$ cat src/hdl/csts_defs.svh
// Register offsets, field positions and reset values of the capture source selector.
`ifndef CSTS_DEFS_SVH
`define CSTS_DEFS_SVH

`define CSTS_OFF_CTRL2 8'h00
`define CSTS_OFF_IRQ_STAT 8'h04
`define CSTS_OFF_IRQ_MASK 8'h08
`define CSTS_OFF_STATE 8'h0C

`define CSTS_SEL_LSB 0
`define CSTS_SEL_MSB 4
`define CSTS_TRIGSTAT_BIT 6
`define CSTS_TRIGMODE_BIT 7
`define CSTS_CASCADE_BIT 8

`define CSTS_IRQ_EVENT_BIT 0
`define CSTS_IRQ_TRIGSET_BIT 1
`define CSTS_IRQ_CFGFAULT_BIT 2

`define CSTS_CTRL2_RESET 16'h000D
`define CSTS_IRQ_RESET 3'h0

`endif

$ cat src/hdl/csts_pkg.sv
// Types shared by the capture source selector files.
package csts_pkg;

  typedef enum logic [4:0] {
    SEL_NONE_LO = 5'h00,
    SEL_COMPARE1 = 5'h01,
    SEL_COMPARE2 = 5'h02,
    SEL_COMPARE3 = 5'h03,
    SEL_COMPARE4 = 5'h04,
    SEL_TRIGGEN = 5'h0A,
    SEL_TMR1 = 5'h0B,
    SEL_TMR2 = 5'h0C,
    SEL_TMR3 = 5'h0D,
    SEL_TMR4 = 5'h0E,
    SEL_TMR5 = 5'h0F,
    SEL_CAP1 = 5'h10,
    SEL_CAP2 = 5'h11,
    SEL_CAP3 = 5'h12,
    SEL_CAP4 = 5'h13,
    SEL_COMPARATOR1 = 5'h18,
    SEL_COMPARATOR2 = 5'h19,
    SEL_COMPARATOR3 = 5'h1A,
    SEL_CONVERTER = 5'h1B,
    SEL_CHARGE_TIME = 5'h1C,
    SEL_NONE_HI = 5'h1F
  } csts_sel_t;

  typedef struct packed {
    logic [4:0] timerEv;
    logic [3:0] captureEv;
    logic [3:0] compareEv;
    logic [2:0] comparatorEv;
    logic converterEv;
    logic chargeTimeEv;
    logic [3:0] trigGenOut;
  } csts_src_t;

  typedef struct packed {
    logic [7:0] addr;
    logic [15:0] wrData;
    logic wrStb;
    logic rdStb;
  } csts_bus_t;

  // Codes with no source behind them: the two explicit none codes.
  function automatic logic csts_is_none(input logic [4:0] code);
    csts_is_none = (code == SEL_NONE_LO) || (code == SEL_NONE_HI);
  endfunction

  // Codes that are neither a source nor an explicit none.
  function automatic logic csts_is_reserved(input logic [4:0] code);
    csts_is_reserved = ((code >= 5'h05) && (code <= 5'h09)) ||
                       ((code >= 5'h14) && (code <= 5'h17)) ||
                       (code == 5'h1D) || (code == 5'h1E);
  endfunction

endpackage

$ cat src/hdl/csts_sync_mux.sv
// Source multiplexer: picks one on-chip event by the select code.
`timescale 1ns/1ps
`default_nettype none

module csts_sync_mux (
  input wire csts_pkg::csts_src_t src,
  input wire logic ownTrigGen,
  input wire logic [4:0] sel,
  output logic selEvent,
  output logic selNone
);

  // ==========================================================
  // Selection
  function automatic logic pick(input csts_pkg::csts_src_t v, input logic tg,
                                input logic [4:0] s);
    logic r;
    r = 1'b0;
    case (s)
      csts_pkg::SEL_COMPARE1: r = v.compareEv[0];
      csts_pkg::SEL_COMPARE2: r = v.compareEv[1];
      csts_pkg::SEL_COMPARE3: r = v.compareEv[2];
      csts_pkg::SEL_COMPARE4: r = v.compareEv[3];
      csts_pkg::SEL_TRIGGEN: r = tg;
      csts_pkg::SEL_TMR1: r = v.timerEv[0];
      csts_pkg::SEL_TMR2: r = v.timerEv[1];
      csts_pkg::SEL_TMR3: r = v.timerEv[2];
      csts_pkg::SEL_TMR4: r = v.timerEv[3];
      csts_pkg::SEL_TMR5: r = v.timerEv[4];
      csts_pkg::SEL_CAP1: r = v.captureEv[0];
      csts_pkg::SEL_CAP2: r = v.captureEv[1];
      csts_pkg::SEL_CAP3: r = v.captureEv[2];
      csts_pkg::SEL_CAP4: r = v.captureEv[3];
      csts_pkg::SEL_COMPARATOR1: r = v.comparatorEv[0];
      csts_pkg::SEL_COMPARATOR2: r = v.comparatorEv[1];
      csts_pkg::SEL_COMPARATOR3: r = v.comparatorEv[2];
      csts_pkg::SEL_CONVERTER: r = v.converterEv;
      csts_pkg::SEL_CHARGE_TIME: r = v.chargeTimeEv;
      default: r = 1'b0;
    endcase
    pick = r;
  endfunction

  wire logic isNone;
  wire logic isReserved;

  assign isNone = csts_pkg::csts_is_none(sel);
  assign isReserved = csts_pkg::csts_is_reserved(sel);
  assign selNone = isNone | isReserved;
  assign selEvent = pick(src, ownTrigGen, sel);

endmodule // csts_sync_mux

`default_nettype wire

$ cat src/hdl/csts_top.sv
// Capture channel synchronization and trigger source selector with its registers.
`timescale 1ns/1ps
`default_nettype none
`include "csts_defs.svh"

module csts_top #(
  parameter int unsigned CHANNEL = 1
) (
  input wire logic clk,
  input wire logic sys_rst,
  input wire logic [7:0] busAddr,
  input wire logic [15:0] busWrData,
  input wire logic busWrStb,
  input wire logic busRdStb,
  output logic [15:0] busRdData,
  input wire csts_pkg::csts_src_t src,
  input wire logic partnerCascadeEn,
  output logic syncTrigEvent,
  output logic trigMode,
  output logic trigStatus,
  output logic cascadeEnable,
  output logic cascadeActive,
  output logic irq
);

  // ==========================================================
  // Bus request bundle and decode
  csts_pkg::csts_bus_t bus;

  assign bus.addr = busAddr;
  assign bus.wrData = busWrData;
  assign bus.wrStb = busWrStb;
  assign bus.rdStb = busRdStb;

  wire logic hitCtrl;
  wire logic hitStat;
  wire logic hitMask;
  wire logic hitState;
  wire logic wrCtrl;
  wire logic wrStat;
  wire logic wrMask;

  assign hitCtrl = (bus.addr == `CSTS_OFF_CTRL2);
  assign hitStat = (bus.addr == `CSTS_OFF_IRQ_STAT);
  assign hitMask = (bus.addr == `CSTS_OFF_IRQ_MASK);
  assign hitState = (bus.addr == `CSTS_OFF_STATE);
  assign wrCtrl = bus.wrStb & hitCtrl;
  assign wrStat = bus.wrStb & hitStat;
  assign wrMask = bus.wrStb & hitMask;

  // ==========================================================
  // Control register fields
  localparam logic [15:0] CTRL_RST = `CSTS_CTRL2_RESET;

  logic [4:0] selR;
  logic [4:0] selNxt;
  logic modeR;
  logic modeNxt;
  logic trigR;
  logic trigNxt;
  logic cascR;
  logic cascNxt;

  assign selNxt = wrCtrl ? bus.wrData[`CSTS_SEL_MSB:`CSTS_SEL_LSB] : selR;
  assign modeNxt = wrCtrl ? bus.wrData[`CSTS_TRIGMODE_BIT] : modeR;
  assign cascNxt = wrCtrl ? bus.wrData[`CSTS_CASCADE_BIT] : cascR;

  // ==========================================================
  // Source selection
  wire logic ownTrigGen;
  wire logic muxEvent;
  wire logic muxNone;
  wire logic selfSelect;
  wire logic srcEvent;

  // Each channel owns exactly one trigger generator output.
  assign ownTrigGen = src.trigGenOut[CHANNEL - 1];

  csts_sync_mux u_mux (
    .src(src),
    .ownTrigGen(ownTrigGen),
    .sel(selR),
    .selEvent(muxEvent),
    .selNone(muxNone)
  );

  // A channel fed by its own capture event would retrigger itself forever,
  // so that code is blocked here as well as flagged.
  assign selfSelect = (selR == 5'(csts_pkg::SEL_CAP1 + (CHANNEL - 1)));
  assign srcEvent = muxEvent & ~muxNone & ~selfSelect;

  // ==========================================================
  // Trigger status: the event wins over a software clear.
  assign trigNxt = srcEvent | (wrCtrl ? bus.wrData[`CSTS_TRIGSTAT_BIT] : trigR);

  always_ff @(posedge clk) begin
    if (sys_rst) begin
      selR <= CTRL_RST[`CSTS_SEL_MSB:`CSTS_SEL_LSB];
      modeR <= CTRL_RST[`CSTS_TRIGMODE_BIT];
      trigR <= CTRL_RST[`CSTS_TRIGSTAT_BIT];
      cascR <= CTRL_RST[`CSTS_CASCADE_BIT];
    end else begin
      selR <= selNxt;
      modeR <= modeNxt;
      trigR <= trigNxt;
      cascR <= cascNxt;
    end
  end

  // ==========================================================
  // Event output
  logic eventR;

  always_ff @(posedge clk) begin
    if (sys_rst) begin
      eventR <= 1'b0;
    end else begin
      eventR <= srcEvent;
    end
  end

  assign syncTrigEvent = eventR;
  assign trigMode = modeR;
  assign trigStatus = trigR;
  assign cascadeEnable = cascR;
  // The pair runs wide only when both halves agree; one half alone stays 16-bit.
  assign cascadeActive = cascR & partnerCascadeEn;

  // ==========================================================
  // Interrupt status and mask
  wire logic cfgFault;
  wire logic [2:0] irqSet;
  logic [2:0] irqStatR;
  logic [2:0] irqStatNxt;
  logic [2:0] irqMaskR;
  logic [2:0] irqMaskNxt;

  // Reserved and self codes are flagged so software sees a dead configuration.
  assign cfgFault = wrCtrl &
    (csts_pkg::csts_is_reserved(bus.wrData[`CSTS_SEL_MSB:`CSTS_SEL_LSB]) |
     (bus.wrData[`CSTS_SEL_MSB:`CSTS_SEL_LSB] ==
      5'(csts_pkg::SEL_CAP1 + (CHANNEL - 1))));
  assign irqSet = {cfgFault, srcEvent & ~trigR, srcEvent};
  assign irqStatNxt = irqSet | (irqStatR & ~(wrStat ? bus.wrData[2:0] : 3'h0));
  assign irqMaskNxt = wrMask ? bus.wrData[2:0] : irqMaskR;

  always_ff @(posedge clk) begin
    if (sys_rst) begin
      irqStatR <= `CSTS_IRQ_RESET;
      irqMaskR <= `CSTS_IRQ_RESET;
    end else begin
      irqStatR <= irqStatNxt;
      irqMaskR <= irqMaskNxt;
    end
  end

  assign irq = |(irqStatR & irqMaskR);

  // ==========================================================
  // Read path: data stand one cycle after the strobe, zero otherwise.
  wire logic [15:0] ctrlView;
  wire logic [15:0] stateView;
  wire logic [15:0] rdMux;
  logic [15:0] rdDataR;

  assign ctrlView = {7'h00, cascR, modeR, trigR, 1'b0, selR};
  assign stateView = {13'h0000, muxNone, partnerCascadeEn, cascadeActive};
  assign rdMux = hitCtrl ? ctrlView :
                 hitStat ? {13'h0000, irqStatR} :
                 hitMask ? {13'h0000, irqMaskR} :
                 hitState ? stateView : 16'h0000;

  always_ff @(posedge clk) begin
    if (sys_rst) begin
      rdDataR <= 16'h0000;
    end else begin
      rdDataR <= bus.rdStb ? rdMux : 16'h0000;
    end
  end

  assign busRdData = rdDataR;

  wire logic [2:0] tmrIdx;
  wire logic [1:0] capIdx;
  wire logic [1:0] cmpIdx;
  wire logic [1:0] anaIdx;
  wire logic inTimer;
  wire logic inCapture;
  wire logic inCompare;
  wire logic inComparator;

  assign tmrIdx = 3'(selR - csts_pkg::SEL_TMR1);
  assign capIdx = 2'(selR - csts_pkg::SEL_CAP1);
  assign cmpIdx = 2'(selR - csts_pkg::SEL_COMPARE1);
  assign anaIdx = 2'(selR - csts_pkg::SEL_COMPARATOR1);
  assign inTimer = (selR >= csts_pkg::SEL_TMR1) && (selR <= csts_pkg::SEL_TMR5);
  assign inCapture = (selR >= csts_pkg::SEL_CAP1) && (selR <= csts_pkg::SEL_CAP4) &&
                     !selfSelect;
  assign inCompare = (selR >= csts_pkg::SEL_COMPARE1) && (selR <= csts_pkg::SEL_COMPARE4);
  assign inComparator = (selR >= csts_pkg::SEL_COMPARATOR1) &&
                        (selR <= csts_pkg::SEL_COMPARATOR3);
endmodule // csts_top

`default_nettype wire

$ cat config.mk
export PLATFORM = sky130hd
export DESIGN_NAME = csts_top
export DESIGN_NICKNAME = d
export VERILOG_FILES = /design/src/hdl/csts_pkg.sv /design/src/hdl/csts_sync_mux.sv /design/src/hdl/csts_top.sv
export VERILOG_INCLUDE_DIRS = /design/src /design/src/hdl
export SDC_FILE = /design/constraint.sdc
export NUM_CORES = 1
export LEC_CHECK = 0
export ABC_AREA = 1
export BUFFER_PORTS_ARGS = -buffer_cell sky130_fd_sc_hd__buf_2
export CORE_AREA = 2 2 71 80
export DETAILED_ROUTE_END_ITERATION = 7
export DIE_AREA = 0 0 73 82
export SETUP_SLACK_MARGIN = 0.5
export SLEW_MARGIN = 40
export SYNTH_ARGS = -nofsm -noshare
export SYNTH_HDL_FRONTEND = slang
export SYNTH_SLANG_ARGS = --single-unit
export TNS_END_PERCENT = 10
$ cat constraint.sdc
create_clock -name clk -period 1.42 [get_ports clk]
set_input_delay 0.142 -clock clk [delete_from_list [all_inputs] [get_ports clk]]
set_output_delay 0.142 -clock clk [all_outputs]
set_load 0.01 [all_outputs]
==> reports/results.tsv, run 1 <==
metric	value	unit
clk_lat worst skew	0.26	ns
Yosys reg bits	23	
top achievable clock speed	0.7638	GHz
YS warnings	0	
largest net degree at the start of global routing	17	
outcome	finished clean	
row cnt	28	
Port Buffers	53	
M1 GR Usage	15.39	%
drt drc	0	
H-tree levels	1	
met2 Use GR	23.15	%
Slew Limit Fails	0	
routed wire length	3.802	mm
Initial DRC Count	51	
register area share after synthesis	30.67	%
layout cells sized above 1	39.93	%
Final nets	325	
main area contributors after synthesis	dfxtp_1 31%, nand2_1 11%, inv_1 6.5%, nor2_1 5.8%, nand3_1 5.7%	
ant diodes	0	
Tot Pwr	1233	µW
DR pass1 iterations	4	
GR Util met3	1.840	%
area of the mapped netlist	1501	µm²
CP Capture Type	flip-flop	
HP Class	primary input to flip-flop	
clk sinks	23	
Fin. Hold Viols	0	
Antenna Violating Nets Remaining	0	
vias in the first global route	1436	
Final GP Congestion	0.8180	
Tot GR Track Use	12.77	%
CTS tree	yes	
Final Cycle Share	92.20	%
RSZ-0062 raised after global routing	true	
worst r2r path cells	9	
Max Cap Viol	0	
Setup Buffers After CTS	0	
count of final setup violators	0	
first-pass GRT wire length	6.085	mm
grt ovf	0	
initial antenna violation count	0	
Synth top area share	30.67	%
final clock skew	0.001553	ns
GRT busiest layer	met2	
static leakage	0.0009834	µW
Reg-to-Reg Start	selR[1]	
post-DP HPWL	3.009	mm
Startpoint Class	flip-flop	
synth unique cells	27	
CTS root buf	clkbuf_8	
clk slew on worst S/H paths	0.08	ns
Initial Util	28.76	%
Synth Instances	217	
Longest Clk Path Bufs	2	
Avg WL per Cell	11.42	µm
IO Pins	73	
area of the core	5220	µm²
Die X	73	µm
Syn Area/Cell	6.919	µm²
data required time of the worst path	1.57	ns
number of fill cells	561	
total CTS buffers	3	
most frequent cells in the layout	53 x buf_2, 36 x nand2_1, 22 x inv_1, 20 x nor2_1, 18 x dfxtp_1	
die height	82	µm
cell taking the most area after synthesis	dfxtp_1	
Power Dens Cells	634.4	nW/µm²
DIE AREA	5986	µm²
CP Class	flip-flop to flip-flop	
crit-path max FO	7	
crit path from	selR[1]	
Setup crit end	busRdData[2]	
most common cell after layout, fill and taps aside	buf_2	
min Tclk post-route	1.309	ns
Layout area overhead	29.50	%
Critical Path AT	1.46	ns
r2r setup slk	0.11	ns
Vias	1542	
Worst VDD drop	282.9	µV
RR Endpoint	busRdData[2]	
Total Neg Setup Slack	0	ns
DR vias/cell	4.631	
==> cells by family after synthesis <==
logic type / share of synthesized area (%)
simple gates: 36.83
other cells: 0.2498
buf+inv: 16.08
flops: 30.67
compound gates: 16.17
==> layout make-up <==
cell class,instances,area (µm²),area share [%]
clock buffer,4,45.04,2.317
multi-input combinational,156,885.9,45.56
sequential,23,471.7,24.26
inverter,30,120.1,6.178
tap,60,75.07,3.861
timing repair buffer,60,346.6,17.82
==> state kept, by name (all words and copies together), names as in the netlist <==
register / flops
irqMaskR: 3
selR: 5
cascadeEnable: 1
irqStatR: 3
syncTrigEvent: 1
busRdData: 8
trigStatus: 1
trigMode: 1
==> worst max-delay path, stage by stage (launching register included) <==
cell and delay (ns):
dfxtp_4 0.36, buf_12 0.14, nor2_8 0.15, o21ai_2 0.07, o211ai_1 0.08, nand2_1 0.15, nand2_1 0.08, nand2_1 0.04
nand2_1 0.06, a21oi_1 0.06
==> Yosys cell counts (all sizes together) <==
master	number
nand4	10
o211ai	7
inv	30
or2	1
a21oi	12
nand2	46
o21ai	19
buf	14
clkbuf	1
dfxtp	23
conb	1
a32oi	1
nor2	31
nor3	2
nand3	19
==> layer usage <==
metal / up-vias / part of all wire, %
met1: 691 / 45
met4: 0 / 1.1
li1: 808 / -
met2: 38 / 50
met5: - / 0
met3: 5 / 4.0
==> through the flow <==
step / utilization (%) / worst slack [ns] / hold WS [ns] / instance area (µm²) / std cells
2_1_floorplan: - / 0.2931 / 0.2111 / 1541 / 224
3_3_place_gp: 35.02 / 0.1073 / 0.4116 / 1828 / 329
3_5_place_dp: 35.02 / 0.08357 / 0.4172 / 1828 / 329
4_1_cts: 36.12 / 0.1299 / 0.1334 / 1886 / 333
5_1_grt: 37.25 / 0.04485 / 0.1533 / 1944 / 333
6_report: 37.25 / 0.1108 / 0.1381 / 1944 / 333
==> worst min-delay path by stage <==
stage | from | to | cells after the start
after floorplan | sys_rst | irqMaskR[1] | 1
after global placement | sys_rst | irqMaskR[1] | 2
after detailed placement | sys_rst | irqMaskR[2] | 2
after CTS | sys_rst | irqMaskR[2] | 2
after global routing | sys_rst | irqMaskR[2] | 2
final | sys_rst | irqMaskR[2] | 2
==> timing repair <==
item	4_1_cts	5_1_grt
hold buffers	0	0
endpoints found under the setup margin	12	22
cloned	0	0
resized for setup	7	19
pin swaps	1	13
==> where the power goes <==
| part | internal, µW | total (µW) | switching (µW) |
|---|---|---|---|
| sequential | 652 | 662 | 9.56 |
| clock | 200 | 399 | 199 |
| combinational | 72.4 | 172 | 99.6 |
Power figures use the tool's default switching activity.
==> run 2, diff against run 1 <==
--- a/config.mk
+++ b/config.mk
@@ -8,12 +8,13 @@
 export LEC_CHECK = 0
 export ABC_AREA = 1
 export BUFFER_PORTS_ARGS = -buffer_cell sky130_fd_sc_hd__buf_2
-export CORE_AREA = 2 2 71 80
+export CORE_AREA = 2 2 73 82
 export DETAILED_ROUTE_END_ITERATION = 7
-export DIE_AREA = 0 0 73 82
+export DIE_AREA = 0 0 75 84
 export SETUP_SLACK_MARGIN = 0.5
 export SLEW_MARGIN = 40
 export SYNTH_ARGS = -nofsm -noshare
 export SYNTH_HDL_FRONTEND = slang
+export SYNTH_HIERARCHICAL = 1
 export SYNTH_SLANG_ARGS = --single-unit
 export TNS_END_PERCENT = 10
==> reports/results.tsv, run 2 <==
metric	value	unit	change
row cnt	29		was 28
min Tclk post-route	1.393	ns	was 1.309 ns
Synth top area share	29.18	%	was 30.67%
main area contributors after synthesis	dfxtp_1 29%, nand2_1 16%, nor2_1 13%, inv_1 8.8%, nand3_1 7.6%		was dfxtp_1 31%, nand2_1 11%, inv_1 6.5%, nor2_1 5.8%, nand3_1 5.7%
DIE AREA	6300	µm²	was 5986 µm²
r2r setup slk	0.03	ns	was 0.11 ns
static leakage	0.001130	µW	was 0.0009834 µW
vias in the first global route	1574		was 1436
Initial DRC Count	38		was 51
Longest Clk Path Bufs	2		unchanged
Initial Util	28.42	%	was 28.76%
routed wire length	3.942	mm	was 3.802 mm
IO Pins	73		unchanged
H-tree levels	1		unchanged
initial antenna violation count	0		unchanged
Final nets	377		was 325
Post-synth EDFFs	0		unchanged
Critical Path AT	1.57	ns	was 1.46 ns
HP Class	primary input to flip-flop		unchanged
area of the core	5552	µm²	was 5220 µm²
Avg WL per Cell	9.806	µm	was 11.42 µm
crit-path max FO	8		was 7
Post-synth top cells	66 x nand2_1, 55 x nor2_1, 37 x inv_1		was 43 x nand2_1, 26 x inv_1, 23 x dfxtp_1, 23 x nor2_1, 17 x nand3_1
post-placement cell count	398		was 329
clk sinks	23		unchanged
clk_lat worst skew	0.27	ns	was 0.26 ns
most common cell after layout, fill and taps aside	nand2_1		was buf_2
die height	84	µm	was 82 µm
Tot Pwr	1255	µW	was 1233 µW
count of final setup violators	0		unchanged
total CTS buffers	3		unchanged
top achievable clock speed	0.7180	GHz	was 0.7638 GHz
DR vias/cell	4.199		was 4.631
max reg flops	8		unchanged
post-DP HPWL	3.256	mm	was 3.009 mm
Port Buffers	53		unchanged
layout cells sized above 1	38.46	%	was 39.93%
YS warnings	6		was 0
CP Class	flip-flop to flip-flop		unchanged
grt ovf	0		unchanged
CTS root buf	clkbuf_8		unchanged
Fin. Hold Viols	0		unchanged
Slew Limit Fails	0		unchanged
Layout area overhead	33.86	%	was 29.50%
data required time of the worst path	1.59	ns	was 1.57 ns
RSZ-0062 raised after global routing	true		unchanged
register area share after synthesis	29.18	%	was 30.67%
ant diodes	0		unchanged
final clock skew	0.006961	ns	was 0.001553 ns
Final GP Congestion	0.7836		was 0.8180
Syn Area/Cell	6.068	µm²	was 6.919 µm²
largest net degree at the start of global routing	15		was 17
FFs w/ async S/R, synth	0	%	unchanged
first-pass GRT wire length	6.548	mm	was 6.085 mm
outcome	finished clean		unchanged
synth unique cells	26		was 27
Worst VDD drop	507.3	µV	was 282.9 µV
final instance count without filler cells	402		was 333
Startpoint Class	flip-flop		unchanged
most common cell in the synthesized netlist	nand2_1		unchanged
Setup Buffers After CTS	0		unchanged
area of the mapped netlist	1578	µm²	was 1501 µm²
Max Cap Viol	0		unchanged
Final Cycle Share	98.08	%	was 92.20%
CTS tree	yes		unchanged
Die X	75	µm	was 73 µm
Yosys reg bits	23		unchanged
clk slew on worst S/H paths	0.09	ns	was 0.08 ns
CP Capture Type	flip-flop		unchanged
Power Dens Cells	594.2	nW/µm²	was 634.4 nW/µm²
Main synth FF type	dfxtp_1		unchanged
Synth Instances	260		was 217
cell taking the most area after synthesis	dfxtp_1		unchanged
Vias	1688		was 1542
Antenna Violating Nets Remaining	0		unchanged
DR pass1 iterations	4		unchanged
most frequent cells in the layout	61 x nand2_1, 53 x buf_2, 46 x nor2_1, 28 x inv_1, 20 x nand3_1		was 53 x buf_2, 36 x nand2_1, 22 x inv_1, 20 x nor2_1, 18 x dfxtp_1
drt drc	0		unchanged
Tot GR Track Use	12.98	%	was 12.77%
## run 2: final timing paths
check | start | end | depth (start not counted)
setup / recovery | selR[1] | trigStatus | 13
hold / removal | sys_rst | irqStatR[2] | 2
setup reg to reg | selR[1] | trigStatus | 13
hold reg to reg | trigMode | busRdData[7] | 2
## run 2: stage by stage
step                setup TNS (ns)  utilization [%]  setup slack [ns]  hold WS, ns  area [µm²]
detailed placement         -0.1901            35.47          -0.05466       0.3468        1969
global route               -0.2536            38.04          -0.08434      0.05582        2112
global placement          -0.09238            35.47          -0.02814       0.3422        1969
CTS                              0            36.94          0.006584      0.05559        2051
floorplan                        0                -            0.1365       0.2044        1608
finish                           0            38.04           0.02731      0.05980        2112
## run 2: final cells by class
cell class / count / area (µm²)
clock inverters: 1 / 5.005
multi-input cells: 192 / 970.9
well taps: 77 / 96.34
repair buffers: 65 / 362.8
inverters: 41 / 158.9
flip-flops and latches: 23 / 476.7
clock buffers: 3 / 41.29
fillers: 633 / 3440
## run 2: power breakdown
part	internal, µW	switching [µW]	total [µW]	leakage (µW)
registers	648	6.51	654	0.000188
logic	76.5	110	187	0.000917
clock network	196	218	414	0.0000255
## run 2: kinds of logic after synthesis
group | Yosys count | synth area share, %
compound gates | 22 | 9.755
buf+inv | 52 | 15.46
flops | 23 | 29.18
other cells | 1 | 0.2377
simple gates | 162 | 45.36
## run 2: worst max-delay path, cell delays in order (launching register included)
cell and delay (ns):
dfxtp_4 0.43, inv_4 0.06, nand2_4 0.07, nor2_2 0.03
nand2_1 0.05, nand2_1 0.05, nor2_1 0.09, nand2_1 0.07
nor2_2 0.09, nand2_2 0.08, nand3_4 0.08, nand2_1 0.06
nor2_1 0.09, nor2_1 0.05
## run 2: repair_timing
item	CTS	global route
pin swaps	6	13
endpoints found under the setup margin	8	23
resized for setup	15	24
hold buffers	0	0
## run 2: metal layers
metal	track usage [%]	vias up	part of all wire, %
met4	2.922	0	0.99
met3	1.691	4	4.3
met5	0	-	0
li1	-	919	-
met1	16.19	725	46
met2	23.05	40	49
==> run 3, diff against run 2 <==
--- a/config.mk
+++ b/config.mk
@@ -6,11 +6,10 @@
 export SDC_FILE = /design/constraint.sdc
 export NUM_CORES = 1
 export LEC_CHECK = 0
-export ABC_AREA = 1
 export BUFFER_PORTS_ARGS = -buffer_cell sky130_fd_sc_hd__buf_2
-export CORE_AREA = 2 2 73 82
+export CORE_AREA = 2 2 68 76
 export DETAILED_ROUTE_END_ITERATION = 7
-export DIE_AREA = 0 0 75 84
+export DIE_AREA = 0 0 70 78
 export SETUP_SLACK_MARGIN = 0.5
 export SLEW_MARGIN = 40
 export SYNTH_ARGS = -nofsm -noshare
==> constraint.sdc (replaced) <==
create_clock -name clk -period 1.5 [get_ports clk]
set_input_delay 0.15 -clock clk [delete_from_list [all_inputs] [get_ports clk]]
set_output_delay 0.15 -clock clk [all_outputs]
set_load 0.01 [all_outputs]
==> reports/results.tsv, run 3 <==
metric	value	unit	change
Post-synth top cells	23 x dfxtp_1, 15 x mux2i_1, 15 x nor2_1		was 66 x nand2_1, 55 x nor2_1, 37 x inv_1
static leakage	0.0009413	µW	was 0.001130 µW
Port Buffers	53		unchanged
total CTS buffers	3		unchanged
clk_lat worst skew	0.27	ns	about the same
clk slew on worst S/H paths	0.09	ns	about the same
Main synth FF type	dfxtp_1		unchanged
CTS root buf	clkbuf_8		unchanged
first-pass GRT wire length	5.457	mm	was 6.548 mm
crit-path leading delay family	compound AO/OA/AOI/OAI gates		was simple AND/OR/NAND/NOR gates
FFs w/ async S/R, synth	0	%	unchanged
Final Cycle Share	116.1	%	was 98.08%
Layout area overhead	39.01	%	was 33.86%
Vias	1309		was 1688
Post-Place Worst Slack	-0.2473	ns	was -0.05466 ns
Final GP Congestion	0.7729		was 0.7836
DIE AREA	5460	µm²	was 6300 µm²
Critical Path AT	1.91	ns	was 1.57 ns
Longest Clk Path Bufs	2		unchanged
crit-path cells	mux2_1, and3_1, o21ai_0, nand4_1, inv_1, a211o_1, nor3_2, a31o_1		was inv_4, nand2_4, nor2_2, nand2_1, nand2_1, nor2_1, nand2_1, nor2_2, nand2_2, nand3_4, nand2_1, nor2_1, nor2_1
area of the core	4619	µm²	was 5552 µm²
Synth Instances	144		was 260
RR Endpoint	irqStatR[1]		was trigStatus
post-synthesis xor/xnor area fraction	0	%	unchanged
largest family of logic cells by synthesized area	simple AND/OR/NAND/NOR gates		unchanged
Synth Area in Adders	0	%	unchanged
Post-CTS Hold Fix Bufs	0		unchanged
Setup crit end	irqStatR[1]		was trigStatus
CP max stage cell	dfxtp_4		unchanged
Initial Util	29.44	%	was 28.42%
Post-synth EDFFs	0		unchanged
r2r setup slk	-0.24	ns	was 0.03 ns
CP Capture Type	flip-flop		unchanged
YS warnings	6		unchanged
compound-gate portion of the synthesized area	13.80	%	was 9.754%
largest net degree at the start of global routing	15		unchanged
data required time of the worst path	1.67	ns	was 1.59 ns
Yosys reg bits	23		unchanged
RSZ-0062 raised after global routing	true		unchanged
max reg flops	8		unchanged
most common cell after layout, fill and taps aside	buf_2		was nand2_1
synth unique cells	55		was 26
DR vias/cell	4.884		was 4.199
crit path from	selR[0]		was selR[1]
Initial DRC Count	27		was 38
count of final setup violators	5		was 0
drt drc	0		unchanged
post-DP HPWL	2.689	mm	was 3.256 mm
top achievable clock speed	0.5744	GHz	was 0.7180 GHz
Die X	70	µm	was 75 µm
CTS tree	yes		unchanged
crit-path max FO	6		was 8
Tot GR Track Use	12.18	%	was 12.98%
initial antenna violation count	0		unchanged
Startpoint Class	flip-flop		unchanged
IO Pins	73		unchanged
Syn Area/Cell	9.445	µm²	was 6.068 µm²
post-placement cell count	263		was 398
routed wire length	3.405	mm	was 3.942 mm
layout cells sized above 1	49.06	%	was 38.46%
HP Class	primary input to flip-flop		unchanged
DR pass1 iterations	4		unchanged
Antenna Violating Nets Remaining	0		unchanged
die height	78	µm	was 84 µm
H-tree levels	1		unchanged
Final nets	264		was 377
min Tclk post-route	1.741	ns	was 1.393 ns
ant diodes	0		unchanged
most common cell in the synthesized netlist	dfxtp_1		was nand2_1
row cnt	26		was 29
worst path buffer plus inverter count	1		unchanged
area of the mapped netlist	1360	µm²	was 1578 µm²
cell taking the most area after synthesis	dfxtp_1		unchanged
Avg WL per Cell	12.71	µm	was 9.806 µm
Simple-Gate Fraction of Synth Area	27.41	%	was 45.36%
mux cell area share after synthesis	15.46	%	was 0%
outcome	finished, violations left		was finished clean
CP Class	flip-flop to flip-flop		unchanged
Power Dens Cells	620.8	nW/µm²	was 594.2 nW/µm²
main area contributors after synthesis	dfxtp_1 34%, mux2i_1 11%, buf_4 4.4%, nor2_1 4.1%, and2_1 3.2%		was dfxtp_1 29%, nand2_1 16%, nor2_1 13%, inv_1 8.8%, nand3_1 7.6%
final clock skew	0.01323	ns	was 0.006961 ns
CP max stage delay	0.39	ns	was 0.43 ns
Worst Setup Slack, final	-0.2409	ns	was 0.02731 ns
final instance count without filler cells	268		was 402
Reg-to-Reg Start	selR[0]		was selR[1]
CP Depth	8		was 13
Synth top area share	33.85	%	was 29.18%
failing checks	setup timing		
Total Neg Setup Slack	-0.7505	ns	was 0 ns
worst r2r path cells	8		was 13
Slew Limit Fails	0		unchanged
register area share after synthesis	33.85	%	was 29.18%
Worst VDD drop	312.9	µV	was 507.3 µV
Hold Worst Slack	0.1205	ns	was 0.05980 ns
grt ovf	0		unchanged
most frequent cells in the layout	50 x buf_2, 18 x dfxtp_1, 18 x buf_4, 14 x nor2_1, 14 x mux2i_1		was 61 x nand2_1, 53 x buf_2, 46 x nor2_1, 28 x inv_1, 20 x nand3_1
Fin. Hold Viols	0		unchanged
vias in the first global route	1188		was 1574
clk sinks	23		unchanged
Max Cap Viol	0		unchanged
-- run 3: cell types whose count changed in the layout (fill, tap and decap cells not counted), moves of 5 or more --
cell / previous run / this run
inv_1: 28 / 3
buf_4: 10 / 18
nor2_2: 13 / 1
nand2_2: 7 / 1
nand3_1: 20 / 5
and2_4: 0 / 5
mux2i_1: 0 / 14
nor2_1: 46 / 14
nand2_1: 61 / 6
inv_2: 10 / 0
-- run 3: cell type report --
cell class	instances	area (µm²)
Clock inverter	1	7.507
Fill cell	476	2729
Multi-Input combinational cell	110	855.8
Tap cell	56	70.07
Timing Repair Buffer	72	430.4
Sequential cell	23	474.2
Inverter	3	11.26
Clock buffer	3	41.29
-- run 3: routing by layer --
layer	vias to the layer above	wire, µm	global-route usage, %
met2	42	1636	20.48
met4	0	36	3.462
met5	-	0	0
met3	4	232	2.987
met1	619	1498	15.43
li1	644	-	-
-- run 3: metrics by stage --
stage               total power (µW)  instance area, µm²  utilization [%]
finish                          1174                1891            40.93
detailed placement             793.0                1745            37.78
floorplan                      721.0                1389                -
global placement               792.0                1745            37.78
global route                    1241                1891            40.93
CTS                             1192                1854            40.14
-- run 3: worst min-delay path by stage --
stage / from / endpoint / cells after the start / slack (ns)
2_1_floorplan: sys_rst / syncTrigEvent / 1 / 0.23
3_3_place_gp: busWrData[8] / cascadeEnable / 3 / 0.38
3_5_place_dp: busWrData[8] / cascadeEnable / 3 / 0.39
4_1_cts: busWrData[8] / cascadeEnable / 3 / 0.10
5_1_grt: sys_rst / irqStatR[2] / 2 / 0.15
6_report: busWrData[8] / cascadeEnable / 3 / 0.12
-- run 3: tightest hold or removal path: stages --
cell and delay, ns:
buf_2 0.07, mux2i_1 0.05, nor2_1 0.09
-- run 3: logic make-up (layout without fill, tap and decap cells) --
kind of cell	after synthesis	in the layout
simple gates	60	60
compound gates	23	23
flops	23	23
mux	19	19
buf+inv	18	79
other cells	1	8
-- run 3: power breakdown --
group | leakage (µW) | total, µW | internal, µW | switching, µW
Clock | 0.0000217 | 389 | 188 | 201
Combinational | 0.000732 | 162 | 81.8 | 79.8
Sequential | 0.000187 | 623 | 614 | 8.24
-- run 3: repair_timing --
item	in CTS	in global routing
pin swaps	17	25
gates resized for setup	15	11
cloned	0	0
buffers inserted	1	0
setup endpoints to repair	25	26
hold endpoints to repair	0	0
